File: config.mk
export PLATFORM = sky130hd
export DESIGN_NAME = acr_ctrl
export DESIGN_NICKNAME = d
export VERILOG_FILES = /design/src/rtl/acr_pkg.sv /design/src/rtl/acr_ctrl.sv
export VERILOG_INCLUDE_DIRS = /design/src /design/src/rtl
export SDC_FILE = /design/constraint.sdc
export NUM_CORES = 1
export LEC_CHECK = 0
export BUFFER_PORTS_ARGS = -buffer_cell sky130_fd_sc_hd__buf_2
export CELL_PAD_IN_SITES_DETAIL_PLACEMENT = 2
export CELL_PAD_IN_SITES_GLOBAL_PLACEMENT = 2
export CORE_MARGIN = 10
export CORE_UTILIZATION = 35
export CTS_CLUSTER_DIAMETER = 200
export DETAILED_ROUTE_END_ITERATION = 10
export PLACE_DENSITY_LB_ADDON = 0.15
export SLEW_MARGIN = 15
export SYNTH_ARGS = -nofsm -noshare
export SYNTH_HDL_FRONTEND = slang
export SYNTH_SLANG_ARGS = --single-unit
File: constraint.sdc
create_clock -name ref_clk_i -period 2.46 [get_ports ref_clk_i]
set_input_delay 0.123 -clock ref_clk_i [delete_from_list [all_inputs] [get_ports ref_clk_i]]
set_output_delay 0.123 -clock ref_clk_i [all_outputs]
set_load 0.01 [all_outputs]
File: src/rtl/acr_params.svh
// Purpose: Offsets, field positions, reset values and counts of the
//          converter control block.
// Assumes: Byte-wide register port with an 8-bit address.
// Notes:   Definitions only.
`ifndef ACR_PARAMS_SVH
`define ACR_PARAMS_SVH

// ==========================================================
// Register offsets
`define ACR_OFS_RES_LO 8'h9b
`define ACR_OFS_RES_HI 8'h9c
`define ACR_OFS_CTRL0 8'h9d
`define ACR_OFS_CTRL1 8'h9e
`define ACR_OFS_TRIG 8'h9f
`define ACR_OFS_IRQ_STAT 8'ha0
`define ACR_OFS_IRQ_CLR 8'ha1
`define ACR_OFS_IRQ_EN 8'ha2

// ==========================================================
// Field positions
`define ACR_GO_BIT 1
`define ACR_ON_BIT 0
`define ACR_FMT_BIT 7

// ==========================================================
// Reset values
`define ACR_CTRL0_RST 8'h00
`define ACR_CTRL1_RST 8'h00
`define ACR_TRIG_RST 4'h0
`define ACR_RES_RST 16'h0000

// ==========================================================
// Channel codes
`define ACR_CHS_FVR 6'h25
`define ACR_CHS_GND 6'h24
`define ACR_CHS_BIG_LO 6'h18
`define ACR_CHS_BIG_HI 6'h22

// ==========================================================
// Trigger codes
`define ACR_TRIG_MAX 4'h9
`define ACR_TRIG_RDHI 4'hd

// ==========================================================
// Conversion timing in conversion clock periods
`define ACR_CONV_TAD 8'd11

`endif

File: src/rtl/acr_pkg.sv
// Purpose: Types of the converter control block.
// Assumes: Used together with acr_params.svh.
// Notes:   Types only.
package acr_pkg;

   // ==========================================================
   // Conversion sequencer states, Gray along idle-run-done
   typedef enum logic [1:0] {
      ACR_IDLE = 2'b00,
      ACR_RUN = 2'b01,
      ACR_DONE = 2'b11
   } acr_state_t;

   // ==========================================================
   // Positive reference choice
   typedef enum logic [1:0] {
      ACR_REF_SUPPLY = 2'b00,
      ACR_REF_RSVD = 2'b01,
      ACR_REF_PIN = 2'b10,
      ACR_REF_FIXED = 2'b11
   } acr_ref_t;

endpackage : acr_pkg

File: src/rtl/acr_ctrl.sv
// Purpose: Register file, trigger logic and conversion sequencer of a
//          10-bit successive-approximation converter.
// Assumes: Analog core returns a 10-bit sample, taken when the count of conversion clock periods ends;
//          trigger inputs are asynchronous levels.
// Notes:   Conversion clock rates are enables divided from ref_clk_i or taken from rc_tick_i.
`timescale 1ns/100ps
`include "acr_params.svh"

// Overview of operation
// - Channel field bits 7:2 routes input; 100101 fixed ref, 100100 ground.
// - Codes 011000 to 100010 valid only on large packages, else none.
// - Writing go bit starts conversion; go reads one while converting.
// - Hardware clears go bit when conversion finishes.
// - Enable bit turns converter on; clear means off, no current.
// - Format set right-justifies, upper six high-byte bits zero.
// - Format clear left-justifies, lower six low-byte bits zero.
// - Clock field picks oscillator divider or dedicated RC clock.
// - Reference field picks supply, pin, or fixed reference; 01 reserved.
// - Trigger field selects auto-conversion source codes 0000 to 1001.
// - Code 1101 makes a read of result high byte a trigger.
// - 16-bit result at 0x09b resets zero; bytes separately addressable.
// - Control 0 at 0x09d, control 1 at 0x09e, trigger at 0x09f.
// - Control 1 resets to zero; bits 3:2 hold no state.
// - Completion clears go, sets interrupt flag, loads new result.
// - Rising edge of selected trigger sets go bit in hardware.
module acr_ctrl #(
   parameter bit LARGE_PKG = 1'b1
) (
   input wire logic ref_clk_i,
   input wire logic rst_i,
   input wire logic [7:0] addr_i,
   input wire logic [7:0] wdata_i,
   input wire logic wr_i,
   input wire logic rd_i,
   output logic [7:0] rdata_o,
   input wire logic [9:1] trig_src_i,
   input wire logic rc_tick_i,
   input wire logic [9:0] sample_i,
   output logic [5:0] chan_sel_o,
   output logic chan_valid_o,
   output acr_pkg::acr_ref_t ref_sel_o,
   output logic core_on_o,
   output logic sample_o,
   output logic conv_done_o,
   output logic irq_o
);
   import acr_pkg::*;

   // ==========================================================
   // Registers
   logic [5:0] chan_ff;
   logic go_ff;
   logic on_ff;
   logic fmt_ff;
   logic [2:0] clk_sel_ff;
   logic [1:0] ref_ff;
   logic [3:0] trig_ff;
   logic [15:0] res_ff;
   logic irq_stat_ff;
   logic irq_en_ff;
   logic [7:0] rdata_ff;
   acr_state_t state_ff;
   acr_state_t nxt_state;
   logic [7:0] tad_cnt_ff;
   logic [5:0] div_cnt_ff;
   logic [8:0] sync1_ff;
   logic [8:0] sync2_ff;
   logic [8:0] sync3_ff;
   logic rc1_ff;
   logic rc2_ff;
   logic rc3_ff;
   logic [5:0] chan_o_ff;
   logic chan_v_ff;
   logic [1:0] ref_o_ff;
   logic on_o_ff;
   logic smp_ff;
   logic done_ff;
   logic irq_ff;

   // ==========================================================
   // Decode
   wire wr_res_lo = wr_i && (addr_i == `ACR_OFS_RES_LO);
   wire wr_res_hi = wr_i && (addr_i == `ACR_OFS_RES_HI);
   wire wr_ctrl0 = wr_i && (addr_i == `ACR_OFS_CTRL0);
   wire wr_ctrl1 = wr_i && (addr_i == `ACR_OFS_CTRL1);
   wire wr_trig = wr_i && (addr_i == `ACR_OFS_TRIG);
   wire wr_iclr = wr_i && (addr_i == `ACR_OFS_IRQ_CLR);
   wire wr_ien = wr_i && (addr_i == `ACR_OFS_IRQ_EN);
   wire rd_res_hi = rd_i && (addr_i == `ACR_OFS_RES_HI);

   // Justification of the fresh sample
   function automatic logic [15:0] justify(input logic fmt,
                                           input logic [9:0] s);
      justify = fmt ? {6'h00, s} : {s, 6'h00};
   endfunction : justify

   // Reserved channels map to no input
   function automatic logic chan_ok(input logic [5:0] c,
                                    input logic big);
      logic ok;
      ok = 1'b0;
      if (c <= 6'h0d && c != 6'h04 && c != 6'h06 && c != 6'h07) begin
         ok = 1'b1;
      end
      if (c >= 6'h12 && c <= 6'h17) begin
         ok = 1'b1;
      end
      if (c >= `ACR_CHS_BIG_LO && c <= `ACR_CHS_BIG_HI) begin
         ok = big;
      end
      if (c == `ACR_CHS_FVR || c == `ACR_CHS_GND) begin
         ok = 1'b1;
      end
      chan_ok = ok;
   endfunction : chan_ok

   // ==========================================================
   // Trigger selection; sync2 feeds edge detect, sync1 only sync2
   wire [15:0] trig_lvl = {6'h00, sync2_ff, 1'b0};
   wire [15:0] trig_old = {6'h00, sync3_ff, 1'b0};
   wire trig_known = (trig_ff <= `ACR_TRIG_MAX);
   wire hw_edge = trig_known && trig_lvl[trig_ff] &&
                  !trig_old[trig_ff];
   wire rd_trig = (trig_ff == `ACR_TRIG_RDHI) && rd_res_hi;
   wire sw_go = wr_ctrl0 && wdata_i[`ACR_GO_BIT];
   // a go written with the enable in one write is dropped, as on_ff
   // is still clear; software is expected to set the enable first.
   wire start = on_ff && !go_ff && (sw_go || hw_edge || rd_trig);

   // ==========================================================
   // Conversion clock enable
   wire rc_tick = rc2_ff && !rc3_ff;
   logic [5:0] div_max;
   always_comb begin
      unique case (clk_sel_ff)
         3'h0: div_max = 6'd1;
         3'h1: div_max = 6'd7;
         3'h2: div_max = 6'd31;
         3'h4: div_max = 6'd3;
         3'h5: div_max = 6'd15;
         3'h6: div_max = 6'd63;
         default: div_max = 6'd0;
      endcase
   end
   wire use_rc = (clk_sel_ff == 3'h3) || (clk_sel_ff == 3'h7);
   wire div_tick = (div_cnt_ff >= div_max);
   wire tad = use_rc ? rc_tick : div_tick;

   // ==========================================================
   // Sequencer
   wire finish = (state_ff == ACR_RUN) && tad && (tad_cnt_ff == 8'd0);
   always_comb begin
      nxt_state = state_ff;
      unique case (state_ff)
         ACR_IDLE: if (start) nxt_state = ACR_RUN;
         ACR_RUN: begin
            if (!on_ff) begin
               nxt_state = ACR_IDLE;
            end else if (finish) begin
               nxt_state = ACR_DONE;
            end
         end
         ACR_DONE: nxt_state = ACR_IDLE;
         default: nxt_state = ACR_IDLE;
      endcase
   end
   wire done_evt = (state_ff == ACR_DONE);

   always_ff @(posedge ref_clk_i) begin
      if (rst_i) begin
         state_ff <= ACR_IDLE;
         tad_cnt_ff <= 8'd0;
         div_cnt_ff <= 6'd0;
      end else begin
         state_ff <= nxt_state;
         div_cnt_ff <= div_tick ? 6'd0 : div_cnt_ff + 6'd1;
         if (state_ff == ACR_IDLE) begin
            tad_cnt_ff <= `ACR_CONV_TAD;
         end else if (tad && tad_cnt_ff != 8'd0) begin
            tad_cnt_ff <= tad_cnt_ff - 8'd1;
         end
      end
   end

   // ==========================================================
   // Control registers
   always_ff @(posedge ref_clk_i) begin
      if (rst_i) begin
         chan_ff <= 6'h00;
         on_ff <= 1'b0;
         go_ff <= 1'b0;
         fmt_ff <= 1'b0;
         clk_sel_ff <= 3'h0;
         ref_ff <= 2'h0;
         trig_ff <= `ACR_TRIG_RST;
      end else begin
         if (wr_ctrl0) begin
            chan_ff <= wdata_i[7:2];
            on_ff <= wdata_i[`ACR_ON_BIT];
         end
         if (start) begin
            go_ff <= 1'b1;
         end else if (done_evt || (state_ff == ACR_RUN && !on_ff)) begin
            go_ff <= 1'b0;
         end
         if (wr_ctrl1) begin
            fmt_ff <= wdata_i[`ACR_FMT_BIT];
            clk_sel_ff <= wdata_i[6:4];
            ref_ff <= wdata_i[1:0];
         end
         if (wr_trig) begin
            trig_ff <= wdata_i[3:0];
         end
      end
   end

   // ==========================================================
   // Result and interrupt; hardware set wins over clear
   always_ff @(posedge ref_clk_i) begin
      if (rst_i) begin
         res_ff <= `ACR_RES_RST;
         irq_stat_ff <= 1'b0;
         irq_en_ff <= 1'b0;
      end else begin
         if (done_evt) begin
            res_ff <= justify(fmt_ff, sample_i);
         end else begin
            if (wr_res_lo) res_ff[7:0] <= wdata_i;
            if (wr_res_hi) res_ff[15:8] <= wdata_i;
         end
         if (done_evt) begin
            irq_stat_ff <= 1'b1;
         end else if (wr_iclr && wdata_i[0]) begin
            irq_stat_ff <= 1'b0;
         end
         if (wr_ien) irq_en_ff <= wdata_i[0];
      end
   end

   // ==========================================================
   // Read data, one cycle after the strobe
   logic [7:0] rd_mux;
   always_comb begin
      unique case (addr_i)
         `ACR_OFS_RES_LO: rd_mux = res_ff[7:0];
         `ACR_OFS_RES_HI: rd_mux = res_ff[15:8];
         `ACR_OFS_CTRL0: rd_mux = {chan_ff, go_ff, on_ff};
         `ACR_OFS_CTRL1: rd_mux = {fmt_ff, clk_sel_ff, 2'b00, ref_ff};
         `ACR_OFS_TRIG: rd_mux = {4'h0, trig_ff};
         `ACR_OFS_IRQ_STAT: rd_mux = {7'h00, irq_stat_ff};
         `ACR_OFS_IRQ_EN: rd_mux = {7'h00, irq_en_ff};
         default: rd_mux = 8'h00;
      endcase
   end

   // ==========================================================
   // Synchronisers and outputs
   always_ff @(posedge ref_clk_i) begin
      if (rst_i) begin
         sync1_ff <= 9'h000;
         sync2_ff <= 9'h000;
         sync3_ff <= 9'h000;
         rc1_ff <= 1'b0;
         rc2_ff <= 1'b0;
         rc3_ff <= 1'b0;
         rdata_ff <= 8'h00;
         chan_o_ff <= 6'h00;
         chan_v_ff <= 1'b0;
         ref_o_ff <= 2'h0;
         on_o_ff <= 1'b0;
         smp_ff <= 1'b0;
         done_ff <= 1'b0;
         irq_ff <= 1'b0;
      end else begin
         sync1_ff <= trig_src_i;
         sync2_ff <= sync1_ff;
         sync3_ff <= sync2_ff;
         rc1_ff <= rc_tick_i;
         rc2_ff <= rc1_ff;
         rc3_ff <= rc2_ff;
         rdata_ff <= rd_i ? rd_mux : 8'h00;
         chan_o_ff <= chan_ff;
         chan_v_ff <= on_ff && chan_ok(chan_ff, LARGE_PKG);
         ref_o_ff <= ref_ff;
         on_o_ff <= on_ff;
         smp_ff <= (state_ff == ACR_RUN);
         done_ff <= done_evt;
         irq_ff <= irq_en_ff && (irq_stat_ff || done_evt);
      end
   end

   assign rdata_o = rdata_ff;
   assign chan_sel_o = chan_o_ff;
   assign chan_valid_o = chan_v_ff;
   assign ref_sel_o = acr_ref_t'(ref_o_ff);
   assign core_on_o = on_o_ff;
   assign sample_o = smp_ff;
   assign conv_done_o = done_ff;
   assign irq_o = irq_ff;
endmodule : acr_ctrl

; ---- Yosys cells after proc, flatten, opt, wreduce, memory -nomap -nowiden
; Cells that the tools add are included.
; W data, S select, Z words.
[totals]
register_bits = 103
in_bits = 40
output_inout_bits = 21
[classes]
addsub = 2
magnitude_cmp = 8
eq_ne = 25
muxes = 26
bitwise_logic = 1
n_reduce_logical = 50
[ops]
columns = cell, n
row1 = $eq A8 B8 Y1 const B, 8
row2 = $pmux W8 S7, 1
row3 = $pmux W6 S6, 1
row4 = $mux W16, 2
row5 = $logic_and A1 B1 Y1, 27
row6 = $ne A6 B3 Y1 const B, 3
row7 = $mux W8, 2
row8 = $eq A3 B3 Y1 const B, 4
row9 = $eq A6 B6 Y1 const B, 2
row10 = $ge A6 B5 Y1 const B, 2
row11 = $mux W1, 12
row12 = $reduce_bool A2 Y1, 5
row13 = $bmux W1 S4, 2
row14 = $logic_not A8 Y1, 1
row15 = $mux W4, 2
row16 = $reduce_bool A8 Y1, 1
row17 = $sub A8 B1 Y8 const B, 1
row18 = $add A6 B1 Y6 const B, 1
row19 = $eq A3 B2 Y1 const B, 2
row20 = $ge A6 B6 Y1, 1
row21 = $le A6 B4 Y1 const B, 1
row22 = $le A6 B5 Y1 const B, 1
row23 = $le A6 B6 Y1 const B, 1
row24 = $logic_or A1 B1 Y1, 6
row25 = 16 further kinds, 23

; ---- Depth between registers and ports, before layout
[logic_depth]
word_depth = 10
mapped_depth = 9

; ---- Worst setup path before layout
; Ideal clock, no wire load.
[synth_timing]
path_type = reg-to-reg
startpoint = reg clk_sel_ff[1]
endpoint = reg tad_cnt_ff[3]
t_arrival_ps = 2024
path_slack_ps = 361
stages_incl_launch_ff = 9
n_path_buf = 0
path_cell_list = dfxtp_1 -> nor2b_1 -> nand2_1 -> ha_1 -> nand2_1 -> o211a_1 -> o21a_1 -> or4_1 -> a31oi_1
[synth_between]
elab_chain_len = 6
elab_cells_between_ends = 14
cone_classes = order compare (1) / eq/ne (7) / mux (2) / reduce/logical (4)
[synth_lines]
columns = item, line_no
row1 = start: declaration, acr_ctrl.sv:55  ; logic [2:0] clk_sel_ff;
row2 = start signal: assignment, acr_ctrl.sv:208  ; clk_sel_ff <= wdata_i[6:4];
row3 = $eq A3 B3 Y1 (tied with other cells), acr_ctrl.sv:135  ; unique case (clk_sel_ff)
row4 = $pmux W6 S6, acr_ctrl.sv:135
row5 = $ge A6 B6 Y1, acr_ctrl.sv:146  ; wire div_tick = (div_cnt_ff >= div_max);
row6 = $mux W1 *, acr_ctrl.sv:147  ; wire tad = use_rc ? rc_tick : div_tick;
row7 = $logic_and A1 B1 Y1 *, acr_ctrl.sv:179  ; end else if (tad && tad_cnt_ff != 8'd0) begin
row8 = $reduce_bool A2 Y1 (no source line) *, --
row9 = end signal: assignment, acr_ctrl.sv:178  ; tad_cnt_ff <= `ACR_CONV_TAD;
row10 = end signal: assignment, acr_ctrl.sv:180  ; tad_cnt_ff <= tad_cnt_ff - 8'd1;
row11 = end: declaration, acr_ctrl.sv:64  ; logic [7:0] tad_cnt_ff;
; Mark *: on every way between the ends. The rest lies on a longest branch, timed or not.
; A chain may end at the register's enable or synchronous reset.

; ---- Worst setup path in the final report
; Same ends and word-level chain as after synthesis.

==> impl_results.md <==
* Status: finished, final reports clean
* CP max FO at 16
* Cells after synthesis at 476
* Synth Warn # at 0
* # fillers at ~1400
* Crit path to: tad_cnt_ff[3]
* Yosys top cell area share at 0.4651
* Leak Pwr at between 2 and 2.5 nW
* Slowest stage cell, crit path: or4_1
* Antenna Violating Nets Remaining at 0
* Nets at a little under 600
* Register Area at ~2100 um2
* GRT Total Usage at 0.1558
* Fraction of layout instances using a drive strength above 1 at 0.1885
* DR WL/cell at between 15 and 20 um
* Power density cells at roughly 670 nW/um2
* Critical Path Start: clk_sel_ff[1]
* Reg2reg path depth at 9
* Die Ht at roughly 130 um
* CP Launch Type: register
* Req. time, crit path at about 2.7 ns
* Synthesized flop and latch total at just over 100
* CTS sink cnt at 103
* Initial antenna violation count at 0
* Most frequent cells in the layout: dfxtp_1, nor2_1, buf_2
* Worst slew margin at 0.4557
* Vias per Instance at 5.203
* Commonest non-fill, non-tap cell in the layout: dfxtp_1
* VDD IR-drop max at a little under 0.0003 V
* CP Data Arrival Time at roughly 2.6 ns
* Drt total wl at 13310 um
* DP HPWL at between 9000 and 10000 um
* Register area share after synthesis at 0.4651
* Hold WC Path Type: input pin to register
* Met3 Usage GRT at 0.02914
* Top_reg_cell synth: dfxtp_1
* Max Cap Viol at 0
* Crit path depth at 9
* # rows at approximately 40
* Final setup violation count at 0
* Yosys cell types at 62
* Fmax at roughly 430 MHz
* Area grow syn2layout at 18.91%
* Routed via count at approximately 3700
* Area taken by multi-input logic gates at between 2000 and 2500 um2
* Worst reg2reg setup slack at approximately 0.14 ns
* Vias in the first global route at 4133
* Most area-hungry cell type in the Yosys netlist: dfxtp_1
* Total core area at around 13000 um2
* N_diodes at 0
* Global placer's final weighted congestion at slightly below 0.8
* Starting Density at 0.3542
* Clk buf depth at 2
* Fin crit period at around 2.3 ns
* I/O pin cnt at approximately 60
* CP top delay family: compound AO/OA/AOI/OAI gates
* Top post-synthesis cells by area: dfxtp_1, nor2b_1, mux2i_1
* Grt ovf at 0
* Reg2reg end: tad_cnt_ff[3]
* Full die area at 17570 um2
* Final period utilization at 0.9419
* Mapped Area at around 4400 um2
* RR Startpoint: clk_sel_ff[1]
* Horiz. Die Dim at approximately 130 um
* Post-synth ARST share at 0
* DRC Markers at 0
* Place WS at around 0.0015 ns
* Num CTS Buffers at 9
* Met2 usage in global routing at 0.2675
* DRT Pass-1 Iters at 4
* CP Capture Type: register
* Syn nets at about 530
* Most used routing layer: met2
* Setup Crit Path Kind: register to register
* Crit-path most repeated cell: a21oi_1
* Largest net degree at the start of global routing at 51
* Initial DRC count at between 150 and 200
* Hold Fails Final Rpt at 0
* PortBufs at 60
* Synth Area per Inst at around 9.3 um2
* Total power at about 3.5 mW
* Clock Latency Late Sink at ~0.36 ns
* Clk root buf: clkbuf_16
* Reg clk slew, reported paths at 0.07 ns
* EDFF count, synth at 0
* First-pass GRT wire length at about 22000 um
* Worst-margin pin slew at 0.8165 ns
* Setup Skew at about 0.0095 ns
* Crit path cell chain: buf_4 -> nor2b_1 -> a21oi_1 -> ha_1 -> a21oi_1 -> o211a_1 -> o21a_4 -> or4_1 -> a31oi_1
* GR met1 Demand/Resource at 0.1902
* CTS tree: built
* Htree depth at 3
* Worst setup margin at 0.1428 ns
* Max-slew violations at 0
* Post-Route Setup TNS at 0 ns
* Buf+Inv Stages, Crit Path at 1
* Critical Path Max Stage Delay at roughly 0.52 ns
cells in the mapped netlist (all sizes together) (2+ instances only):
master / number
o31ai: 6
nor2: 63
or4: 6
clkbuf: 13
xor2: 2
nor4b: 2
a22oi: 8
a221oi: 4
mux2: 6
nor3: 9
mux2i: 26
and2: 2
or2: 2
nor2b: 44
nand3b: 5
a32oi: 2
dfxtp: 103
and4b: 3
a21o: 2
xnor2: 2
a211oi: 3
a21oi: 33
a2bb2oi: 4
nor3b: 7
and3b: 2
a21boi: 4
nor4: 2
or3: 7
a2111oi: 3
buf: 11
o21ai: 11
inv: 16
ha: 9
nand3: 8
o22a: 2
a31oi: 6
nand2: 23
flip-flops by register name, indices dropped and copies added (netlist names), 2 cells and up:
register	count
ref_sel_o	2
chan_sel_o	6
sync2_ff	9
trig_ff	4
state_ff	2
rdata_o	8
sync1_ff	9
res_ff	16
chan_ff	6
tad_cnt_ff	8
ref_ff	2
clk_sel_ff	3
div_cnt_ff	6
sync3_ff	9
where the power goes:
part | switching (mW) | total (mW) | internal [mW]
combinational | 0.236 | 0.392 | 0.155
sequential | 0.0264 | 1.73 | 1.70
clock | 0.679 | 1.41 | 0.731
total | 0.942 | 3.53 | 2.59
metrics by stage:
step	instance area, um2	instances	hold slack, ns	utilization
detailed placement	4891	689	0.3385	0.3907
finish	5271	713	0.004151	0.4211
global placement	4891	689	0.3357	0.3907
floorplan	4433	476	0.2512	-
CTS	5261	713	0.008911	0.4203
global route	5271	713	0.01803	0.4211
routing by layer:
layer	share of wire	vias to the layer above	routed length, um
met5	0	-	0
met4	0.016	0	211
met3	0.029	17	385
met2	0.49	66	6503
met1	0.47	1825	6206
li1	-	1802	-
cells by family (layout without fill, tap and decap cells):
| logic type | count (synthesis) | count (layout) | synth area share |
|---|---|---|---|
| xor+xnor | 4 | 4 | 0.007904 |
| mux | 33 | 33 | 0.07903 |
| flops | 103 | 103 | 0.4651 |
| fa+ha+maj | 9 | 9 | 0.02540 |
| compound gates | 96 | 96 | 0.1499 |
| buf+inv | 40 | 105 | 0.03782 |
| simple gates | 191 | 191 | 0.2348 |
final cells by class:
cell class / count / area share
inverters: 16 / 0.01139
clock buffers: 10 / 0.04534
flip-flops and latches: 103 / 0.3914
repair buffers: 73 / 0.08165
well taps: 172 / 0.04083
clock inverters: 6 / 0.009494
multi-input cells: 333 / 0.4199
worst min path at each step:
stage             startpoint           to  slack (ns)  depth (start not counted)
2_1_floorplan      rc_tick_i       rc1_ff        0.25                          1
6_report       trig_src_i[7]  sync1_ff[6]       0.004                          2
3_5_place_dp   trig_src_i[5]  sync1_ff[4]        0.34                          2
3_3_place_gp   trig_src_i[5]  sync1_ff[4]        0.34                          2
5_1_grt        trig_src_i[7]  sync1_ff[6]        0.02                          2
4_1_cts        trig_src_i[7]  sync1_ff[6]       0.009                          2
what timing repair did:
| action | in CTS | in global routing |
|---|---|---|
| gates resized for setup | 1 | 3 |
| hold endpoints to repair | 8 | 0 |
| hold buffers | 8 | 0 |
| buffers inserted | 0 | 0 |
| endpoints found under the setup margin | 2 | 7 |
No activity file was read; power rests on OpenSTA's default activity.
